[src/pkg/timer_defines.svh]
`ifndef TIMER_DEFINES_SVH
`define TIMER_DEFINES_SVH

// register byte offsets
`define TMR_OFF_CTRL    8'h00
`define TMR_OFF_MODE    8'h04
`define TMR_OFF_TIMER   8'h08
`define TMR_OFF_STATUS  8'h0C
`define TMR_OFF_MASK    8'h10
`define TMR_OFF_PORT    8'h14

// control register fields
`define TMR_CTRL_START  0

// mode register fields
`define TMR_MODE_LSB    0
`define TMR_MODE_MSB    1
`define TMR_MODE_PULSE  2
`define TMR_MODE_GATE   3
`define TMR_CSEL_LSB    4
`define TMR_CSEL_MSB    5

// status and mask fields
`define TMR_STS_UF      0
`define TMR_STS_GATE    1
`define TMR_STS_OUT     2

// port register fields
`define TMR_PORT_DAT    0
`define TMR_PORT_DIR    1
`define TMR_PORT_IN     2

// prescaler taps
`define TMR_DIV8_LAST   5'h07
`define TMR_DIV32_LAST  5'h1F
`define TMR_DIV8_MASK   5'h07

// reset values
`define TMR_RST_COUNT   16'h0000
`define TMR_RST_BIT     1'b0

`endif

[src/pkg/timer_pkg.sv]
package timer_pkg;

	// mode field of the mode register
	typedef enum logic [1:0]
	{
		MODE_TIMER   = 2'b00,
		MODE_EVENT   = 2'b01,
		MODE_ONESHOT = 2'b10,
		MODE_PWM     = 2'b11
	} timer_mode_t;

	// count source selection
	typedef enum logic [1:0]
	{
		SRC_UNDIV = 2'b00,
		SRC_DIV8  = 2'b01,
		SRC_DIV32 = 2'b10,
		SRC_RSVD  = 2'b11
	} clk_sel_t;

endpackage

[src/design/count_prescaler.sv]
`timescale 1ns/1ps
`default_nettype none
`include "timer_defines.svh"

module count_prescaler
(
	input  wire logic              ref_clk, // system clock
	input  wire logic              srst,    // sync reset, active high
	input  wire timer_pkg::clk_sel_t sel,   // selected count source
	output var  logic              tick     // one-cycle count-source pulse
);
	import timer_pkg::*;

	typedef struct packed
	{
		logic [4:0] div_cnt;
		logic       tick;
	} pre_state_t;

	pre_state_t s_r;
	pre_state_t s_nxt;

	// free-running divider; taps give the slower sources
	always_comb
	begin
		s_nxt         = s_r;
		s_nxt.div_cnt = s_r.div_cnt + 5'h01;
		case (sel)
			SRC_UNDIV: s_nxt.tick = 1'b1;
			SRC_DIV8:  s_nxt.tick = ((s_r.div_cnt & `TMR_DIV8_MASK) == `TMR_DIV8_LAST);
			SRC_DIV32: s_nxt.tick = (s_r.div_cnt == `TMR_DIV32_LAST);
			default:   s_nxt.tick = 1'b0; // reserved code stalls the count
		endcase
	end

	always_ff @(posedge ref_clk)
	begin
		if (srst)
			s_r <= '0;
		else
			s_r <= s_nxt;
	end

	assign tick = s_r.tick;
endmodule
`default_nettype wire

[src/design/timer_channel.sv]
// Overview of operation
// The chip holds eight independent 16-bit timers and this module is one such channel, replicated per channel.
// The channel mode comes from the two lowest bits of the mode register.
// In one-shot mode the channel stops instead of reloading when the count is zero.
// Timer mode counts one of three prescaled clocks: undivided, divide by eight or divide by thirty-two.
// In timer mode the count decrements per source tick and reloads from the reload register at underflow.
// A programmed value n gives one underflow per n plus one source ticks.
// Counting runs while the start flag is one and stops when software clears it.
// Every underflow in timer mode raises the interrupt request; the code sets the sticky status flag and raises irq only while uf_mask is set.
// Reading the timer register returns the live count.
// A timer write while stopped loads both the reload register and the count.
// A timer write while counting loads only the reload register, taken by the count at the next reload.
// With the gate option on, the external gate pin level allows or blocks counting.
// With the pulse option on, the output pin inverts at every underflow.
// Without the gate or pulse options the pins serve as plain programmable port pins.
// Mode codes are 00 timer, 01 event counter, 10 one-shot and 11 pulse-width.
// The gate pin is synchronised and counting is allowed only while the synchronised level is high.
`timescale 1ns/1ps
`default_nettype none
`include "timer_defines.svh"

module timer_channel
#(
	parameter int WIDTH  = 16,
	parameter int ADDR_W = 8   // apb address width
)
(
	input  wire logic              ref_clk,                    // 10 MHz system clock
	input  wire logic              srst,                       // sync reset, active high
	input  wire logic              psel,                       // apb select
	input  wire logic              penable,                    // apb access phase
	input  wire logic              pwrite,                     // apb direction
	input  wire logic [ADDR_W-1:0] paddr,                      // apb byte address
	input  wire logic [31:0]       pwdata,                     // apb write data
	output var  logic [31:0]       prdata,                     // apb read data
	output var  logic              pready,                     // apb ready
	output var  logic              pslverr,                    // apb error, unmapped address
	input  wire logic              timer_gate_input_pin,       // gate or plain input pin
	output var  logic              timer_pulse_output_pin,     // pulse or port output level
	output var  logic              timer_pulse_output_pin_oe,  // high while the pin is driven
	output var  logic              irq                         // level interrupt request
);
	import timer_pkg::*;

	typedef struct packed
	{
		logic             start;
		timer_mode_t      mode;
		logic             pulse_en;
		logic             gate_en;
		clk_sel_t         csel;
		logic [WIDTH-1:0] count;
		logic [WIDTH-1:0] reload;
		logic             uf_sts;
		logic             uf_mask;
		logic             port_dat;
		logic             port_dir;
		logic             pulse_lvl;
		logic             g_meta;
		logic             g_sync;
		logic             g_prev;
		logic             pready;
		logic             pslverr;
		logic [31:0]      prdata;
		logic             irq;
		logic             out_pin;
		logic             out_oe;
	} chan_state_t;

	chan_state_t s_r;
	chan_state_t s_nxt;
	logic        pre_tick;
	logic        tick;
	logic        count_en;
	logic        uf;
	logic        wr;

	// address match on an aligned word
	function automatic logic hit(input logic [ADDR_W-1:0] a, input logic [7:0] off);
		hit = (a == ADDR_W'(off));
	endfunction

	function automatic logic mapped(input logic [ADDR_W-1:0] a);
		mapped = hit(a, `TMR_OFF_CTRL) || hit(a, `TMR_OFF_MODE) || hit(a, `TMR_OFF_TIMER)
			|| hit(a, `TMR_OFF_STATUS) || hit(a, `TMR_OFF_MASK) || hit(a, `TMR_OFF_PORT);
	endfunction

	// prescaled count source
	count_prescaler count_prescaler_inst
	(
		.ref_clk (ref_clk),
		.srst    (srst),
		.sel     (s_r.csel),
		.tick    (pre_tick)
	);

	// the whole next state of the channel
	always_comb
	begin
		s_nxt         = s_r;
		s_nxt.pready  = 1'b0;
		s_nxt.pslverr = 1'b0;

		// gate pin synchroniser; the second stage gives the level, the third its previous value for edges
		s_nxt.g_meta = timer_gate_input_pin;
		s_nxt.g_sync = s_r.g_meta;
		s_nxt.g_prev = s_r.g_sync;

		// event mode counts rising gate-pin edges, the other modes the prescaler
		if (s_r.mode == MODE_EVENT)
			tick = s_r.g_sync && !s_r.g_prev;
		else
			tick = pre_tick;
		count_en = s_r.start && tick && (!s_r.gate_en || s_r.g_sync || s_r.mode == MODE_EVENT);

		// decrement and underflow; n+1 ticks per period
		uf = 1'b0;
		if (count_en)
		begin
			if (s_r.count == '0)
			begin
				uf = 1'b1;
				if (s_r.mode == MODE_ONESHOT)
					s_nxt.start = 1'b0;
				else
					s_nxt.count = s_r.reload;
			end
			else
				s_nxt.count = s_r.count - 1'b1;
		end
		if (uf && s_r.pulse_en)
			s_nxt.pulse_lvl = !s_r.pulse_lvl;

		// apb setup cycle: answer in the next cycle, data sampled now
		if (psel && !penable && !s_r.pready)
		begin
			s_nxt.pready  = 1'b1;
			s_nxt.pslverr = !mapped(paddr);
			s_nxt.prdata  = 32'h0000_0000;
			if (hit(paddr, `TMR_OFF_CTRL))
				s_nxt.prdata[`TMR_CTRL_START] = s_r.start;
			if (hit(paddr, `TMR_OFF_MODE))
			begin
				s_nxt.prdata[`TMR_MODE_MSB:`TMR_MODE_LSB] = s_r.mode;
				s_nxt.prdata[`TMR_MODE_PULSE]             = s_r.pulse_en;
				s_nxt.prdata[`TMR_MODE_GATE]              = s_r.gate_en;
				s_nxt.prdata[`TMR_CSEL_MSB:`TMR_CSEL_LSB] = s_r.csel;
			end
			if (hit(paddr, `TMR_OFF_TIMER))
				s_nxt.prdata[WIDTH-1:0] = s_r.count;
			if (hit(paddr, `TMR_OFF_STATUS))
			begin
				s_nxt.prdata[`TMR_STS_UF]   = s_r.uf_sts;
				s_nxt.prdata[`TMR_STS_GATE] = s_r.g_sync;
				s_nxt.prdata[`TMR_STS_OUT]  = s_r.out_pin;
			end
			if (hit(paddr, `TMR_OFF_MASK))
				s_nxt.prdata[`TMR_STS_UF] = s_r.uf_mask;
			if (hit(paddr, `TMR_OFF_PORT))
			begin
				s_nxt.prdata[`TMR_PORT_DAT] = s_r.port_dat;
				s_nxt.prdata[`TMR_PORT_DIR] = s_r.port_dir;
				s_nxt.prdata[`TMR_PORT_IN]  = s_r.g_sync;
			end
		end

		// apb write takes effect on the completing edge
		wr = psel && penable && s_r.pready && pwrite && !s_r.pslverr;
		if (wr && hit(paddr, `TMR_OFF_CTRL))
			s_nxt.start = pwdata[`TMR_CTRL_START];
		if (wr && hit(paddr, `TMR_OFF_MODE))
		begin
			s_nxt.mode     = timer_mode_t'(pwdata[`TMR_MODE_MSB:`TMR_MODE_LSB]);
			s_nxt.pulse_en = pwdata[`TMR_MODE_PULSE];
			s_nxt.gate_en  = pwdata[`TMR_MODE_GATE];
			s_nxt.csel     = clk_sel_t'(pwdata[`TMR_CSEL_MSB:`TMR_CSEL_LSB]);
		end
		if (wr && hit(paddr, `TMR_OFF_TIMER))
		begin
			s_nxt.reload = pwdata[WIDTH-1:0];
			if (!s_r.start)
				s_nxt.count = pwdata[WIDTH-1:0];
		end
		if (wr && hit(paddr, `TMR_OFF_MASK))
			s_nxt.uf_mask = pwdata[`TMR_STS_UF];
		if (wr && hit(paddr, `TMR_OFF_PORT))
		begin
			s_nxt.port_dat = pwdata[`TMR_PORT_DAT];
			s_nxt.port_dir = pwdata[`TMR_PORT_DIR];
		end

		// sticky underflow flag; a new underflow beats a clear
		if (wr && hit(paddr, `TMR_OFF_STATUS) && pwdata[`TMR_STS_UF])
			s_nxt.uf_sts = 1'b0;
		if (uf)
			s_nxt.uf_sts = 1'b1;

		// outputs from next state so the pins track the flops without lag
		s_nxt.irq     = s_nxt.uf_sts && s_nxt.uf_mask;
		s_nxt.out_pin = s_nxt.pulse_en ? s_nxt.pulse_lvl : s_nxt.port_dat;
		s_nxt.out_oe  = s_nxt.pulse_en || s_nxt.port_dir;
	end

	always_ff @(posedge ref_clk)
	begin
		if (srst)
		begin
			s_r        <= '0;
			s_r.mode   <= MODE_TIMER;
			s_r.csel   <= SRC_UNDIV;
			s_r.count  <= `TMR_RST_COUNT;
			s_r.reload <= `TMR_RST_COUNT;
			s_r.start  <= `TMR_RST_BIT;
		end
		else
			s_r <= s_nxt;
	end

	assign prdata                    = s_r.prdata;
	assign pready                    = s_r.pready;
	assign pslverr                   = s_r.pslverr;
	assign irq                       = s_r.irq;
	assign timer_pulse_output_pin    = s_r.out_pin;
	assign timer_pulse_output_pin_oe = s_r.out_oe;

	logic timer_wr;
	assign timer_wr = psel && penable && s_r.pready && pwrite && hit(paddr, `TMR_OFF_TIMER);
endmodule
`default_nettype wire

[config.mk]
export PLATFORM = sky130hd
export DESIGN_NAME = timer_channel
export DESIGN_NICKNAME = d
export VERILOG_FILES = /design/src/pkg/timer_pkg.sv /design/src/design/count_prescaler.sv /design/src/design/timer_channel.sv
export VERILOG_INCLUDE_DIRS = /design/src /design/src/pkg
export SDC_FILE = /design/constraint.sdc
export NUM_CORES = 1
export LEC_CHECK = 0
export BUFFER_PORTS_ARGS = -buffer_cell sky130_fd_sc_hd__buf_2
export CORE_ASPECT_RATIO = 0.5
export CORE_MARGIN = 4
export CORE_UTILIZATION = 40
export DETAILED_ROUTE_END_ITERATION = 8
export MAX_ROUTING_LAYER = met4
export PLACE_DENSITY = 0.72
export SLEW_MARGIN = 20
export SYNTH_ARGS = -nofsm -noshare
export SYNTH_HDL_FRONTEND = slang
export SYNTH_SLANG_ARGS = --single-unit
[constraint.sdc]
create_clock -name ref_clk -period 4.3 [get_ports ref_clk]
set_input_delay 0.86 -clock ref_clk [delete_from_list [all_inputs] [get_ports ref_clk]]
set_output_delay 0.86 -clock ref_clk [all_outputs]
set_load 0.1 [all_outputs]
### Word-level counts from Yosys, hierarchy flattened

Index checks and enable logic that the tools add are counted.

| storage, ports and cells | value |
|---|---|
| register bits | 74 |
| input bits | 46 |
| output and inout bits | 37 |
| logic and storage cells | 105 |

| cells by class | value |
|---|---|
| add/sub/neg operators | 2 |
| equal/unequal tests | 11 |
| muxes and demuxes | 27 |
| bitwise gates (word level) | 1 |
| reductions and logical operators | 41 |

Operators by type and width:

| kind | number |
|---|---|
| $mux 16 | 5 |
| $mux 34 | 1 |
| $mux 32 | 1 |
| $logic_and 1x1->1 | 18 |
| $eq 8x4->1 const B | 2 |
| $eq 8x5->1 const B | 2 |
| $logic_not 16->1 | 1 |
| $sub 16x1->16 const B | 1 |
| $mux 1 | 14 |
| $eq 8x3->1 const B | 1 |
| $logic_not 8->1 | 1 |
| $logic_or 1x1->1 | 8 |
| $logic_not 1->1 | 7 |
| $mux 3 | 2 |
| $mux 6 | 1 |
| $reduce_bool 2->1 | 3 |
| $add 5x1->5 const B | 1 |
| $eq 5x5->1 const B | 1 |
| $eq 2x1->1 const B | 2 |
| $eq 2x2->1 const B | 2 |
| $mux 4 | 1 |
| $eq 3x3->1 const B | 1 |
| $pmux 1 s3 | 1 |
| $reduce_and 3->1 | 1 |
| other kinds (4) | 4 |

### Logic depth before layout (Yosys ltp)

Gate-level depths: netlist of the first run.

| logic depth | value |
|---|---|
| word-level depth | 9 |
| depth in mapped cells | 10 |
| depth with buffers taken out | 8 |

### Modules after synthesis

Synthesis of the first run repeated with hierarchy kept, for this count alone.

| unflattened totals | value |
|---|---|
| cell total of the unflattened synthesis | 456 |
| area total of the unflattened synthesis | 3898.7 sq um |

Modules (own cells, without submodules):

| module | instances | cells each | area each (sq um) | sequential area each (sq um) |
|---|---|---|---|---|
| timer_channel | 1 | 435 | 3671.0 | 1361.3 |
| count_prescaler | 1 | 21 | 227.7 | 120.1 |

### Worst setup path after synthesis of the first run

Ideal clock, no wire load.

| timing path | value |
|---|---|
| path type | input to register |
| from | input paddr[1] |
| to | register s_r[51] (netlist bit) |
| setup time | 0.132 ns |
| data arrival time | 2.665 ns |
| data required time | 4.168 ns |
| slack | 1.503 ns |
| stages | 8 |
| path buffers | 2 |
| cell sequence | or3_1 > nor4_2 > nand2_1 > or3_1 > clkbuf_1 > clkbuf_1 > nand2_1 > a21oi_1 |

| between the ends | value |
|---|---|
| word-level cells in the longest chain between the ends | 2 |

Ends and longest elaborated chain:

| element | line | source |
|---|---|---|
| start: declaration | timer_channel.sv:33 | `input wire logic [ADDR_W-1:0] paddr,` |
| $eq 8x4->1 | - |  |
| $logic_and 1x1->1 | timer_channel.sv:178 | `` if (wr && hit(paddr, `TMR_OFF_TIMER)) `` |
| end signal: assignment | timer_channel.sv:216 | `s_r <= s_nxt;` |
| end: declaration | timer_channel.sv:70 | `chan_state_t s_r;` |

No other way between the ends.
A chain may end at the register's enable or synchronous reset.

### Worst setup path in the final report of the first run

| timing path | value |
|---|---|
| from | input paddr[1] |
| to | register s_r[52] (netlist bit) |

Same word-level chain as after synthesis.

==> results of run 1 <==
cell type report:
cell class	instances	area share, %
tap	117	3.41
sequential	74	34.5
inverter	7	0.612
clock inverter	5	1.81
multi-input combinational	358	47.0
timing repair buffer	57	7.05
clock buffer	11	5.65
synth_stat cells (3+ instances only):
master     count
nor3_1        19
mux2i_1        9
nor2b_1       11
inv_1          7
nand2_1       59
xor2_1         3
a22oi_1       16
buf_1          3
a31oi_1        8
o21ai_1        3
buf_4         33
and3_1         6
or3_1          5
clkbuf_1      22
or4_1          3
o21ai_0       15
nand2b_1       6
a21oi_1       33
o31ai_1        3
nor2_1        62
ha_1           5
nor4_1        12
a2bb2oi_1      4
nand3_1       18
nor3b_1        3
dfxtp_1       74
buf_2          3
a211oi_1       9
placed cells by master (no fill, tap or decap), types with 3 or more instances in the layout:
cell        n
nand3_1    18
nor4_1     11
nand2_1    59
o21ai_0    15
mux2i_1     9
nor3_1     19
dfxtp_1    74
xor2_1      3
nor2b_1    11
a21oi_1    33
a2bb2oi_1   4
o21ai_1     3
buf_4       7
nor3b_1     3
a31oi_1     8
a22oi_1    16
or3_1       5
nor2_1     62
or4_1       3
buf_2      50
and3_1      6
ha_1        5
conb_1     16
o31ai_1     3
clkbuf_16   9
inv_1       7
nand2b_1    6
a211oi_1    9
logic make-up (layout without fill, tap and decap cells):
group | after synthesis | count (layout) | synth area share [%]
buffers and inverters | 70 | 80 | 10.6
AOI/OAI and AO/OA | 107 | 107 | 17.9
muxes | 10 | 10 | 2.93
and+or+nand+nor | 217 | 217 | 27.6
adders and majority gates | 5 | 5 | 1.63
xor gates and xnor gates | 3 | 3 | 0.684
other | 1 | 16 | 0.0977
DFF | 74 | 74 | 38.6
routing by layer:
layer,part of all wire [%],up-vias
li1,-,1726
met1,46,1650
met2,44,133
met3,8.2,14
met4,1.6,0
met5,0,-
state kept, by name, summed over array words and instances, names as in the netlist:
| signal | cells |
|---|---|
| pready | 1 |
| prdata | 16 |
| s_r | 45 |
| count_prescaler_inst.s_r | 5 |
| timer_pulse_output_pin | 1 |
| s_nxt | 2 |
| count_prescaler_inst.tick | 1 |
| irq | 1 |
| pslverr | 1 |
| timer_pulse_output_pin_oe | 1 |
worst paths after layout:
path              startpoint   endpoint  slack (ps)  depth (start not counted)
setup / recovery    paddr[1]    s_r[52]        1290                          7
hold / removal     s_nxt[38]  s_nxt[37]         440                          1
setup reg to reg     s_r[61]    s_r[64]        1700                          8
hold reg to reg    s_nxt[38]  s_nxt[37]         440                          1
power by group:
group	switching (mW)	internal [mW]
sequential	0.00289	0.691
combinational	0.103	0.0191
clock	0.279	0.521
total	0.384	1.23
worst reg2reg max path, stage by stage (launching register included):
cell      delay (ps)
dfxtp_1          380
inv_1            160
ha_1             160
or4b_1           530
or4_4            620
nor2_8           190
o21ai_0          110
a211oi_1         260
nor3_1            80
per-stage QoR:
stage	cell area (um2)	util (%)
after detailed placement	3970	44.1
after global placement	3970	44.1
after CTS	4290	47.7
after global routing	4290	47.7
final	4290	47.7
after floorplan	3900	-
==> summary.txt, run 1 <==
Floorplanning
  – Full die area: 11300 um2
  – Die outline width: 147 um
  – Area of the core region: 9010 um2
  – Starting density of the core: 42.6%
  – I/O Pins: 83
  – Standard-cell rows: 24
  – Height of the chip: 77.3 um

GRT
  – Met1 usage: 23.8%
  – Met3 Resource Use GR: 6.24%
  – Combined global-route utilization of all metal layers: 18.0%
  – First-pass GRT wire length: 16000 um
  – Largest net degree at the start of global routing: 51
  – Vias in the first global route: 3176
  – Global routing's busiest layer: met2
  – Fraction of met2 tracks used by global routing: 25.9%
  – GR Overflow Total: 0
  – Initial antenna violation count: 0

Yosys
  – Synth top area cells: dfxtp_1 39%, buf_4 6.5%, nor2_1 6.1%
  – Fraction of synthesized cell area taken by the top area cell type: 38.6%
  – Netlist area before placement: 3840 um2
  – Netlist cell types: 55
  – Post-synthesis async set-or-reset flop share: 0%
  – Post-synth EDFFs: 0
  – Cell count after synthesis: 487
  – Synthesized area divided by synthesized cell count: 7.88 um2
  – Flip-flop and latch count after synthesis: 74
  – Part of the Yosys area used for sequential elements: 38.6%
  – Post-synth top flop: dfxtp_1
  – Library cell with the largest summed area after synthesis: dfxtp_1
  – Yosys warnings: 0

Worst setup path
  – Classification of the worst setup path: primary input to flop
  – Worst path required time: 4480 ps
  – Type of destination of the critical path: flop
  – Startpoint class of the critical path: primary input
  – Worst path cell trace: buf_2, or3_1, nor4_2, nand2_1, or3_1, nand2_1, a21oi_1
  – Maximum fanout count along the critical path: 16
  – Cell type of the slowest stage on the worst timing path: or3_1
  – Worst stage delay on the critical path: 710 ps
  – Buffer and inverter count on the worst path: 1
  – Crit path max-delay family: simple AND/OR/NAND/NOR gates
  – Endpoint arrival time on the critical path: 3190 ps

Routing
  – Final routed wirelength across all metal layers: 9750 um
  – Vias after detailed routing: 3523
  – Length of the first detailed-routing pass in iterations: 5
  – Number of remaining DRC errors: 0
  – Wire per inst: 15.5 um
  – Detail-routed via count per cell: 5.60
  – DRC marker count from the first detailed-route iteration: 319
  – Post-route antenna net violation count: 0

Placement
  – Pre-CTS setup slack: 1010 ps
  – Gp weighted congestion: 0.869
  – Post-detailed-placement half-perimeter wirelength: 6880 um
  – Placed Instances: 613
  – Number of I/O port buffers: 50

Clock network
  – Maximum level of the CTS H-tree: 3
  – Cell at the root of the clock tree: clkbuf_16
  – Worst skew pair latency: 340 ps
  – Hold-fix buffers, CTS: 0
  – TritonCTS clock tree: built
  – Number of buffers created by CTS: 9
  – Clock transition time at the flip-flop clock pins of the worst setup and hold paths: 50 ps
  – Total clock sinks: 74
  – Number of gates resized after CTS: 0
  – Number of buffers added for setup after CTS: 0
  – Clock Tree Buf Depth: 2

STA
  – Min Clock Period, post-route: 3010 ps
  – Final hold violation count: 0
  – Clock skew after layout: 4.77 ps
  – Summed negative setup slack over all endpoints: 0 ps
  – Relative max-transition margin: 31.5%
  – Final count of pins violating max slew: 0
  – Slew of the pin with the lowest slew margin: 1030 ps
  – Ratio of final minimum period to clock period: 70.0%
  – Setup slack of the critical path after layout: 1290 ps
  – RSZ-0062 raised after global routing: false
  – Max Freq: 0.332 GHz
  – Total of endpoints with negative setup slack in the final report: 0
  – Hold WS: 442 ps

Min path
  – Type of the most critical hold path: flop to flop

Layout
  – Final Non-Filler Cells: 629
  – Area taken by multi-input logic gates: 2020 um2
  – Post-synthesis to final-layout area growth: 11.8%
  – Fraction of layout instances using a drive strength above 1: 15.6%
  – Fill cell count: 910
  – Antenna diode count: 0
  – Seq. cell area: 1480 um2
  – Final-stage net count: 558

Run
  – Maximum Capacitance Violations: 0

Power and ir drop
  – Power per cell area: 376 nW/um2
  – Overall Power: 1.62 mW
  – Leakage Power: 1.72 nW
  – Max rail drop VDD: 0.131 mV

Status
  – Status: finished clean
Power figures use the tool's default switching activity.
==> inputs of run 2 (changes only) <==
Settings changed: ABC_AREA set to 1, PLACE_DENSITY 0.72 to 0.73.
Clock period 4.3 ns to 2.5 ns, I/O delays scaled along.
==> summary.txt, run 2 <==
Power and ir drop
  – Fraction of power consumed by sequential logic: 42.6% (was 42.9%)
  – Net switching power figure: 819 uW (was 384 uW)
  – Overall Power: 2.85 mW (was 1.62 mW)
  – Net switching fraction of the power: 28.8% (was 23.8%)
  – Leakage Power: 2.27 nW (was 1.72 nW)
  – Power per cell area: 607 nW/um2 (was 376 nW/um2)
  – Portion of total power attributed to combinational logic: 11.8% (was 7.5%)
  – Max rail drop VDD: 0.285 mV (was 0.131 mV)
  – Clock share of power: 45.6% (was 49.5%)
  – Internal Dissipation: 2.03 mW (was 1.23 mW)

Floorplanning
  – Area of the core region: 10200 um2 (was 9010 um2)
  – Height of the chip: 80.5 um (was 77.3 um)
  – I/O Pins: 83 (unchanged)
  – Standard-cell rows: 26 (was 24)
  – Die outline width: 153 um (was 147 um)
  – Starting density of the core: 41.2% (was 42.6%)
  – Full die area: 12300 um2 (was 11300 um2)

GRT
  – GR Overflow Total: 0 (unchanged)
  – Largest net degree at the start of global routing: 33 (was 51)
  – Combined global-route utilization of all metal layers: 17.7% (was 18.0%)
  – Vias in the first global route: 3582 (was 3176)
  – Initial antenna violation count: 1 (was 0)
  – First-pass GRT wire length: 17400 um (was 16000 um)

STA
  – RSZ-0062 raised after global routing: false (unchanged)
  – Summed negative setup slack over all endpoints: 0 ps (unchanged)
  – Clock skew after layout: 6.75 ps (was 4.77 ps)
  – Final count of pins violating max slew: 0 (unchanged)
  – Setup slack of the critical path after layout: 620 ps (was 1290 ps)
  – Ratio of final minimum period to clock period: 75.2%
  – Final hold violation count: 0 (unchanged)
  – Min Clock Period, post-route: 1880 ps
  – Total of endpoints with negative setup slack in the final report: 0 (unchanged)
  – Relative max-transition margin: 40.3% (was 31.5%)
  – Max Freq: 0.532 GHz
  – Slew of the pin with the lowest slew margin: 894 ps (was 1030 ps)

Placement
  – Placed Instances: 787 (was 613)
  – Post-detailed-placement half-perimeter wirelength: 7490 um (was 6880 um)
  – Pre-CTS setup slack: 415 ps (was 1010 ps)
  – Gp weighted congestion: 0.955 (was 0.869)
  – Placed cell areas: 4390 um2 (was 3970 um2)
  – Number of I/O port buffers: 50 (unchanged)

Yosys
  – Synthesized area divided by synthesized cell count: 6.68 um2 (was 7.88 um2)
  – Simple-gate share of the synthesized area: 28.5% (was 27.6%)
  – Largest family of logic cells by synthesized area: simple AND/OR/NAND/NOR gates (unchanged)
  – Flip-flop and latch count after synthesis: 74 (unchanged)
  – Share of synthesized area spent on multiplexers: 0% (was 2.93%)
  – Fraction of synthesized cell area taken by the top area cell type: 35.2% (was 38.6%)
  – Yosys warnings: 0 (unchanged)
  – Area share of xor/xnor cells in the synthesized design: 1.25% (was 0.684%)
  – Netlist cell types: 35 (was 55)
  – Cell count after synthesis: 630 (was 487)
  – Synth top area cells: dfxtp_1 35%, nand2_1 10%, o21ai_0 9.6% (was dfxtp_1 39%, buf_4 6.5%, nor2_1 6.1%)
  – Netlist area before placement: 4210 um2 (was 3840 um2)
  – Fraction of the mapped netlist area in compound gates: 18.2% (was 17.9%)
  – Library cell with the largest summed area after synthesis: dfxtp_1 (unchanged)
  – Post-synth top flop: dfxtp_1 (unchanged)
  – Most numerous cell in the Yosys netlist: nand2_1 (was dfxtp_1)
  – Post-synth EDFFs: 0 (unchanged)
  – Part of the Yosys area used for sequential elements: 35.2% (was 38.6%)
  – Synth top cells by count: 116 x nand2_1, 93 x nor2_1, 81 x o21ai_0 (was 74 x dfxtp_1, 62 x nor2_1, 59 x nand2_1)
  – Post-synthesis async set-or-reset flop share: 0% (unchanged)
  – Share of synthesized cell area in full adder, half adder and majority cells: 1.49% (was 1.63%)

Layout
  – Max FFs per register: 45 (unchanged)
  – Post-route cell area: 4690 um2 (was 4290 um2)
  – Post-synthesis to final-layout area growth: 11.4% (was 11.8%)
  – Most common cell after layout, fill and taps aside: nand2_1 (was dfxtp_1)
  – Register with the most flip-flops: s_r (unchanged)
  – Final-stage net count: 709 (was 558)
  – Fraction of layout instances using a drive strength above 1: 17.3% (was 15.6%)
  – Most frequent cells in the layout: 116 x nand2_1, 93 x nor2_1, 81 x o21ai_0 (was 74 x dfxtp_1, 62 x nor2_1, 59 x nand2_1)
  – Fill cell count: 1027 (was 910)
  – Final Non-Filler Cells: 804 (was 629)

Routing
  – Vias after detailed routing: 3935 (was 3523)
  – Final routed wirelength across all metal layers: 10400 um (was 9750 um)
  – Post-route antenna net violation count: 0 (unchanged)
  – Number of remaining DRC errors: 0 (unchanged)
  – Length of the first detailed-routing pass in iterations: 5 (unchanged)
  – Wire per inst: 12.9 um (was 15.5 um)
  – Detail-routed via count per cell: 4.89 (was 5.60)
  – DRC marker count from the first detailed-route iteration: 295 (was 319)

Worst setup path
  – Endpoint arrival time on the critical path: 2110 ps (was 3190 ps)
  – Worst path required time: 2730 ps (was 4480 ps)
  – Classification of the worst setup path: flop to flop (was primary input to flop)
  – Maximum fanout count along the critical path: 6 (was 16)
  – Startpoint class of the critical path: flop (was primary input)
  – Type of destination of the critical path: flop (unchanged)

Clock network
  – Hold-fix buffers, CTS: 0 (unchanged)
  – Number of gates resized after CTS: 0 (unchanged)
  – Number of buffers created by CTS: 9 (unchanged)
  – Clock transition time at the flip-flop clock pins of the worst setup and hold paths: 60 ps (was 50 ps)
  – Number of buffers added for setup after CTS: 0 (unchanged)
  – Cell at the root of the clock tree: clkbuf_16 (unchanged)
  – Worst skew pair latency: 340 ps (about the same)
  – Total clock sinks: 74 (unchanged)
  – Maximum level of the CTS H-tree: 3 (unchanged)
  – TritonCTS clock tree: built (unchanged)
  – Clock Tree Buf Depth: 2 (unchanged)

Min path
  – Type of the most critical hold path: primary input to flop (was flop to flop)

Run
  – Maximum Capacitance Violations: 0 (unchanged)

Status
  – Status: finished clean (unchanged)
## run 2: power groups by stage
stage | clock network (mW) | logic [mW] | registers, mW
2_1_floorplan | 0 | 0.302 | 1.24
3_3_place_gp | 0 | 0.332 | 1.24
3_5_place_dp | 0 | 0.336 | 1.24
4_1_cts | 1.32 | 0.337 | 1.21
5_1_grt | 1.37 | 0.357 | 1.21
6_report | 1.30 | 0.336 | 1.21
## run 2: kinds of logic after synthesis
family / count (synthesis)
XOR/XNOR: 6
buffers and inverters: 132
flip-flops: 74
AND/OR/NAND/NOR: 271
other: 1
AO/OA/AOI/OAI: 141
adder cells (fa/ha/maj): 5
## run 2: cell type report
class                           instances  area [um2]  share of cell area [%]
Antenna cell                            1        2.50                  0.0534
Clock buffer                           10         229                    4.89
Clock inverter                          6        67.6                    1.44
Inverter                               78         293                    6.25
Multi-Input combinational cell        439        2140                    45.7
Sequential cell                        74        1480                    31.6
Tap cell                              140         175                    3.74
Timing Repair Buffer                   56         295                    6.30
## run 2: path summary, 6_finish.rpt
check                                          start         to  slack, ps  cells past startpoint
worst max-delay path                         s_r[61]    s_r[75]        620                     11
worst min-delay path            timer_gate_input_pin  s_nxt[38]        350                      3
worst max register to register               s_r[61]    s_r[75]        620                     11
worst min register to register             s_nxt[38]  s_nxt[37]        400                      2
## run 2: through the flow
step	hold WS, ps	utilization (%)
after floorplan	388	-
after global placement	391	43.0
after detailed placement	394	43.0
after CTS	348	45.9
after global routing	375	45.9
final	354	45.9
## run 2: worst max-delay path: stages, from the launching register on
cell	delay, ps
dfxtp_1	330
inv_1	210
ha_1	270
nand2_1	130
nor2_1	200
nand2_1	130
nor2_1	140
nand4_1	100
nand2_1	80
inv_1	40
nor2_1	100
nor2_1	40
## run 2: routing by layer
layer  share of wire, %  track usage [%]
met1                 48             23.2
met5                  0                -
met3                8.5             5.01
met4                1.2             4.80
met2                 42             27.0
==> inputs of run 3 (changes only) <==
Clock period 2.5 ns to 1.56 ns, I/O delays scaled along.
==> summary.txt, run 3 (synthesis results as in run 2) <==
Worst setup path
  – Worst path cell trace: inv_2, ha_4, nand2_4, nor2_4, nand3_4, nor2_4, buf_6, nand2_2, o21ai_2, a21oi_1 (was inv_1, ha_1, nand2_1, nor2_1, nand2_1, nor2_1, nand4_1, nand2_1, inv_1, nor2_1, nor2_1)
  – Endpoint of the most critical register-to-register path: s_r[83] (was s_r[75])
  – Maximum fanout count along the critical path: 3 (was 6)
  – Startpoint class of the critical path: flop (unchanged)
  – Library cell appearing most often on the critical path: nor2_4 (was nor2_1)
  – Endpoint arrival time on the critical path: 1810 ps (was 2110 ps)
  – Worst path required time: 1790 ps (was 2730 ps)
  – Critical register-to-register path startpoint: s_r[62] (was s_r[61])
  – Worst reg2reg setup slack: -20 ps (was 620 ps)
  – Logic depth of the worst register-to-register path: 10 (was 11)
  – Cell type of the slowest stage on the worst timing path: dfxtp_2 (was dfxtp_1)
  – Type of destination of the critical path: flop (unchanged)
  – Worst stage delay on the critical path: 320 ps (was 330 ps)
  – Classification of the worst setup path: flop to flop (unchanged)

Layout
  – Antenna diode count: 0 (was 1)
  – Post-synthesis to final-layout area growth: 31.5% (was 11.4%)
  – Area taken by multi-input logic gates: 2330 um2 (was 2140 um2)
  – Most frequent cells in the layout: 107 x nand2_1, 78 x nor2_1, 76 x o21ai_0 (was 116 x nand2_1, 93 x nor2_1, 81 x o21ai_0)
  – Core utilization of the finished layout: 54.1% (was 45.9%)
  – Final-stage net count: 786 (was 709)
  – Register with the most flip-flops: s_r (unchanged)
  – Final Non-Filler Cells: 880 (was 804)
  – Fill cell count: 957 (was 1027)
  – Most common cell after layout, fill and taps aside: nand2_1 (unchanged)
  – Max FFs per register: 45 (unchanged)
  – Seq. cell area: 1490 um2 (was 1480 um2)
  – Fraction of layout instances using a drive strength above 1: 31.9% (was 17.3%)

Power and ir drop
  – Max rail drop VDD: 0.536 mV (was 0.285 mV)
  – Power per cell area: 837 nW/um2 (was 607 nW/um2)
  – Internal Dissipation: 3.31 mW (was 2.03 mW)
  – Portion of total power attributed to combinational logic: 12.2% (was 11.8%)
  – Leakage Power: 2.73 nW (was 2.27 nW)
  – Net switching power figure: 1.32 mW (was 819 uW)
  – Fraction of power consumed by sequential logic: 42.0% (was 42.6%)
  – Clock share of power: 45.8% (was 45.6%)
  – Net switching fraction of the power: 28.5% (was 28.8%)

Floorplanning
  – Standard-cell rows: 26 (unchanged)
  – Starting density of the core: 41.2% (unchanged)
  – Area of the core region: 10200 um2 (unchanged)
  – Full die area: 12300 um2 (unchanged)
  – I/O Pins: 83 (unchanged)
  – Die outline width: 153 um (unchanged)
  – Height of the chip: 80.5 um (unchanged)

STA
  – Setup slack of the critical path after layout: -22.9 ps (was 620 ps)
  – RSZ-0062 raised after global routing: true (was false)
  – Total of endpoints with negative setup slack in the final report: 4 (was 0)
  – Clock skew after layout: 5.03 ps (was 6.75 ps)
  – Min Clock Period, post-route: 1580 ps (was 1880 ps)
  – Max Freq: 0.632 GHz (was 0.532 GHz)
  – Final hold violation count: 0 (unchanged)
  – Summed negative setup slack over all endpoints: -55.3 ps (was 0 ps)
  – Final count of pins violating max slew: 0 (unchanged)
  – Slew of the pin with the lowest slew margin: 514 ps (was 894 ps)
  – Ratio of final minimum period to clock period: 101% (was 75.2%)
  – Relative max-transition margin: 66.0% (was 40.3%)

Routing
  – Final routed wirelength across all metal layers: 12200 um (was 10400 um)
  – DRC marker count from the first detailed-route iteration: 318 (was 295)
  – Number of remaining DRC errors: 0 (unchanged)
  – Detail-routed via count per cell: 4.97 (was 4.89)
  – Vias after detailed routing: 4372 (was 3935)
  – Wire per inst: 13.8 um (was 12.9 um)
  – Length of the first detailed-routing pass in iterations: 7 (was 5)
  – Post-route antenna net violation count: 0 (unchanged)

Placement
  – Gp weighted congestion: 0.980 (was 0.955)
  – Number of I/O port buffers: 50 (unchanged)
  – Placed Instances: 856 (was 787)
  – Post-detailed-placement half-perimeter wirelength: 8510 um (was 7490 um)

Min path
  – Min-Delay Endpoint: s_nxt[38] (unchanged)
  – Type of the most critical hold path: primary input to flop (unchanged)
  – Worst hold path depth: 3 (unchanged)
  – Worst hold path startpoint: timer_gate_input_pin (unchanged)

Clock network
  – Hold-fix buffers, CTS: 0 (unchanged)
  – Total clock sinks: 74 (unchanged)
  – Clock Tree Buf Depth: 2 (unchanged)
  – Clock transition time at the flip-flop clock pins of the worst setup and hold paths: 60 ps (about the same)
  – Number of buffers created by CTS: 9 (unchanged)
  – TritonCTS clock tree: built (unchanged)
  – Maximum level of the CTS H-tree: 3 (unchanged)
  – Worst skew pair latency: 340 ps (about the same)
  – Cell at the root of the clock tree: clkbuf_16 (unchanged)

GRT
  – Combined global-route utilization of all metal layers: 20.1% (was 17.7%)
  – GR Overflow Total: 0 (unchanged)
  – Largest net degree at the start of global routing: 55 (was 33)
  – Initial antenna violation count: 0 (was 1)
  – First-pass GRT wire length: 19300 um (was 17400 um)
  – Vias in the first global route: 4012 (was 3582)

Run
  – Maximum Capacitance Violations: 0 (unchanged)

Status
  – Violations in the final reports: setup timing
  – Status: finished, violations left (was finished clean)
## run 3: changes by cell type in the layout (fill, tap and decap cells not counted), sizes merged
cell	previous run	this run
inv	77	78
clkinvlp	2	1
nand3	33	34
buf	56	132
diode	1	0
## run 3: metal layers
metal / up-vias / GRT usage [%] / part of all wire [%]
met1: 1998 / 24.2 / 44
met2: 158 / 33.2 / 46
met4: 0 / 5.87 / 2.1
met3: 31 / 5.65 / 8.6
met5: - / - / 0
li1: 2185 / - / -
## run 3: final cells by class
type,instances,share of cell area [%]
multi-input combinational,440,42.2
timing repair buffer,132,16.9
clock inverter,6,1.18
sequential,74,26.9
clock buffer,10,4.32
tap,140,3.17
inverter,78,5.34
## run 3: worst max-delay path by stage
| stage | end | startpoint | depth (start not counted) | slack [ps] |
|---|---|---|---|---|
| after floorplan | s_r[68] | pready | 10 | -30 |
| after global placement | s_r[69] | s_r[61] | 11 | -110 |
| after detailed placement | s_r[83] | s_r[61] | 9 | -120 |
| after CTS | s_r[75] | s_r[61] | 12 | 2 |
| after global routing | s_r[83] | s_r[72] | 9 | -130 |
| final | s_r[83] | s_r[62] | 10 | -20 |
## run 3: power groups by stage
stage,clock (mW),sequential (mW),combinational (mW)
after global placement,0,1.98,0.558
after CTS,2.16,1.94,0.565
final,2.12,1.94,0.567
after detailed placement,0,1.98,0.563
after global routing,2.24,1.94,0.601
after floorplan,0,1.99,0.484
## run 3: worst max-delay path, delay by kind of cell (launching register included)
kind | cells | cell delay (ps)
buf+inv | 2 | 200
compound gates | 2 | 200
simple gates | 5 | 580
fa+ha+maj | 1 | 170
flops | 1 | 320
## run 3: through the flow
stage	setup slack [ps]	instance area (um2)	hold slack [ps]	total power, mW
floorplan	-27.1	4270	388	2.48
detailed placement	-118	4950	410	2.55
global placement	-111	4950	390	2.54
finish	-22.9	5530	183	4.63
CTS	2.35	5350	179	4.66
global route	-126	5530	188	4.79
## run 3: timing repair
action,CTS,global route
gates cloned,1,0
setup endpoints to repair,18,21
pin swaps,4,17
buffers inserted,3,4
hold endpoints to repair,0,0
gates resized for setup,19,50
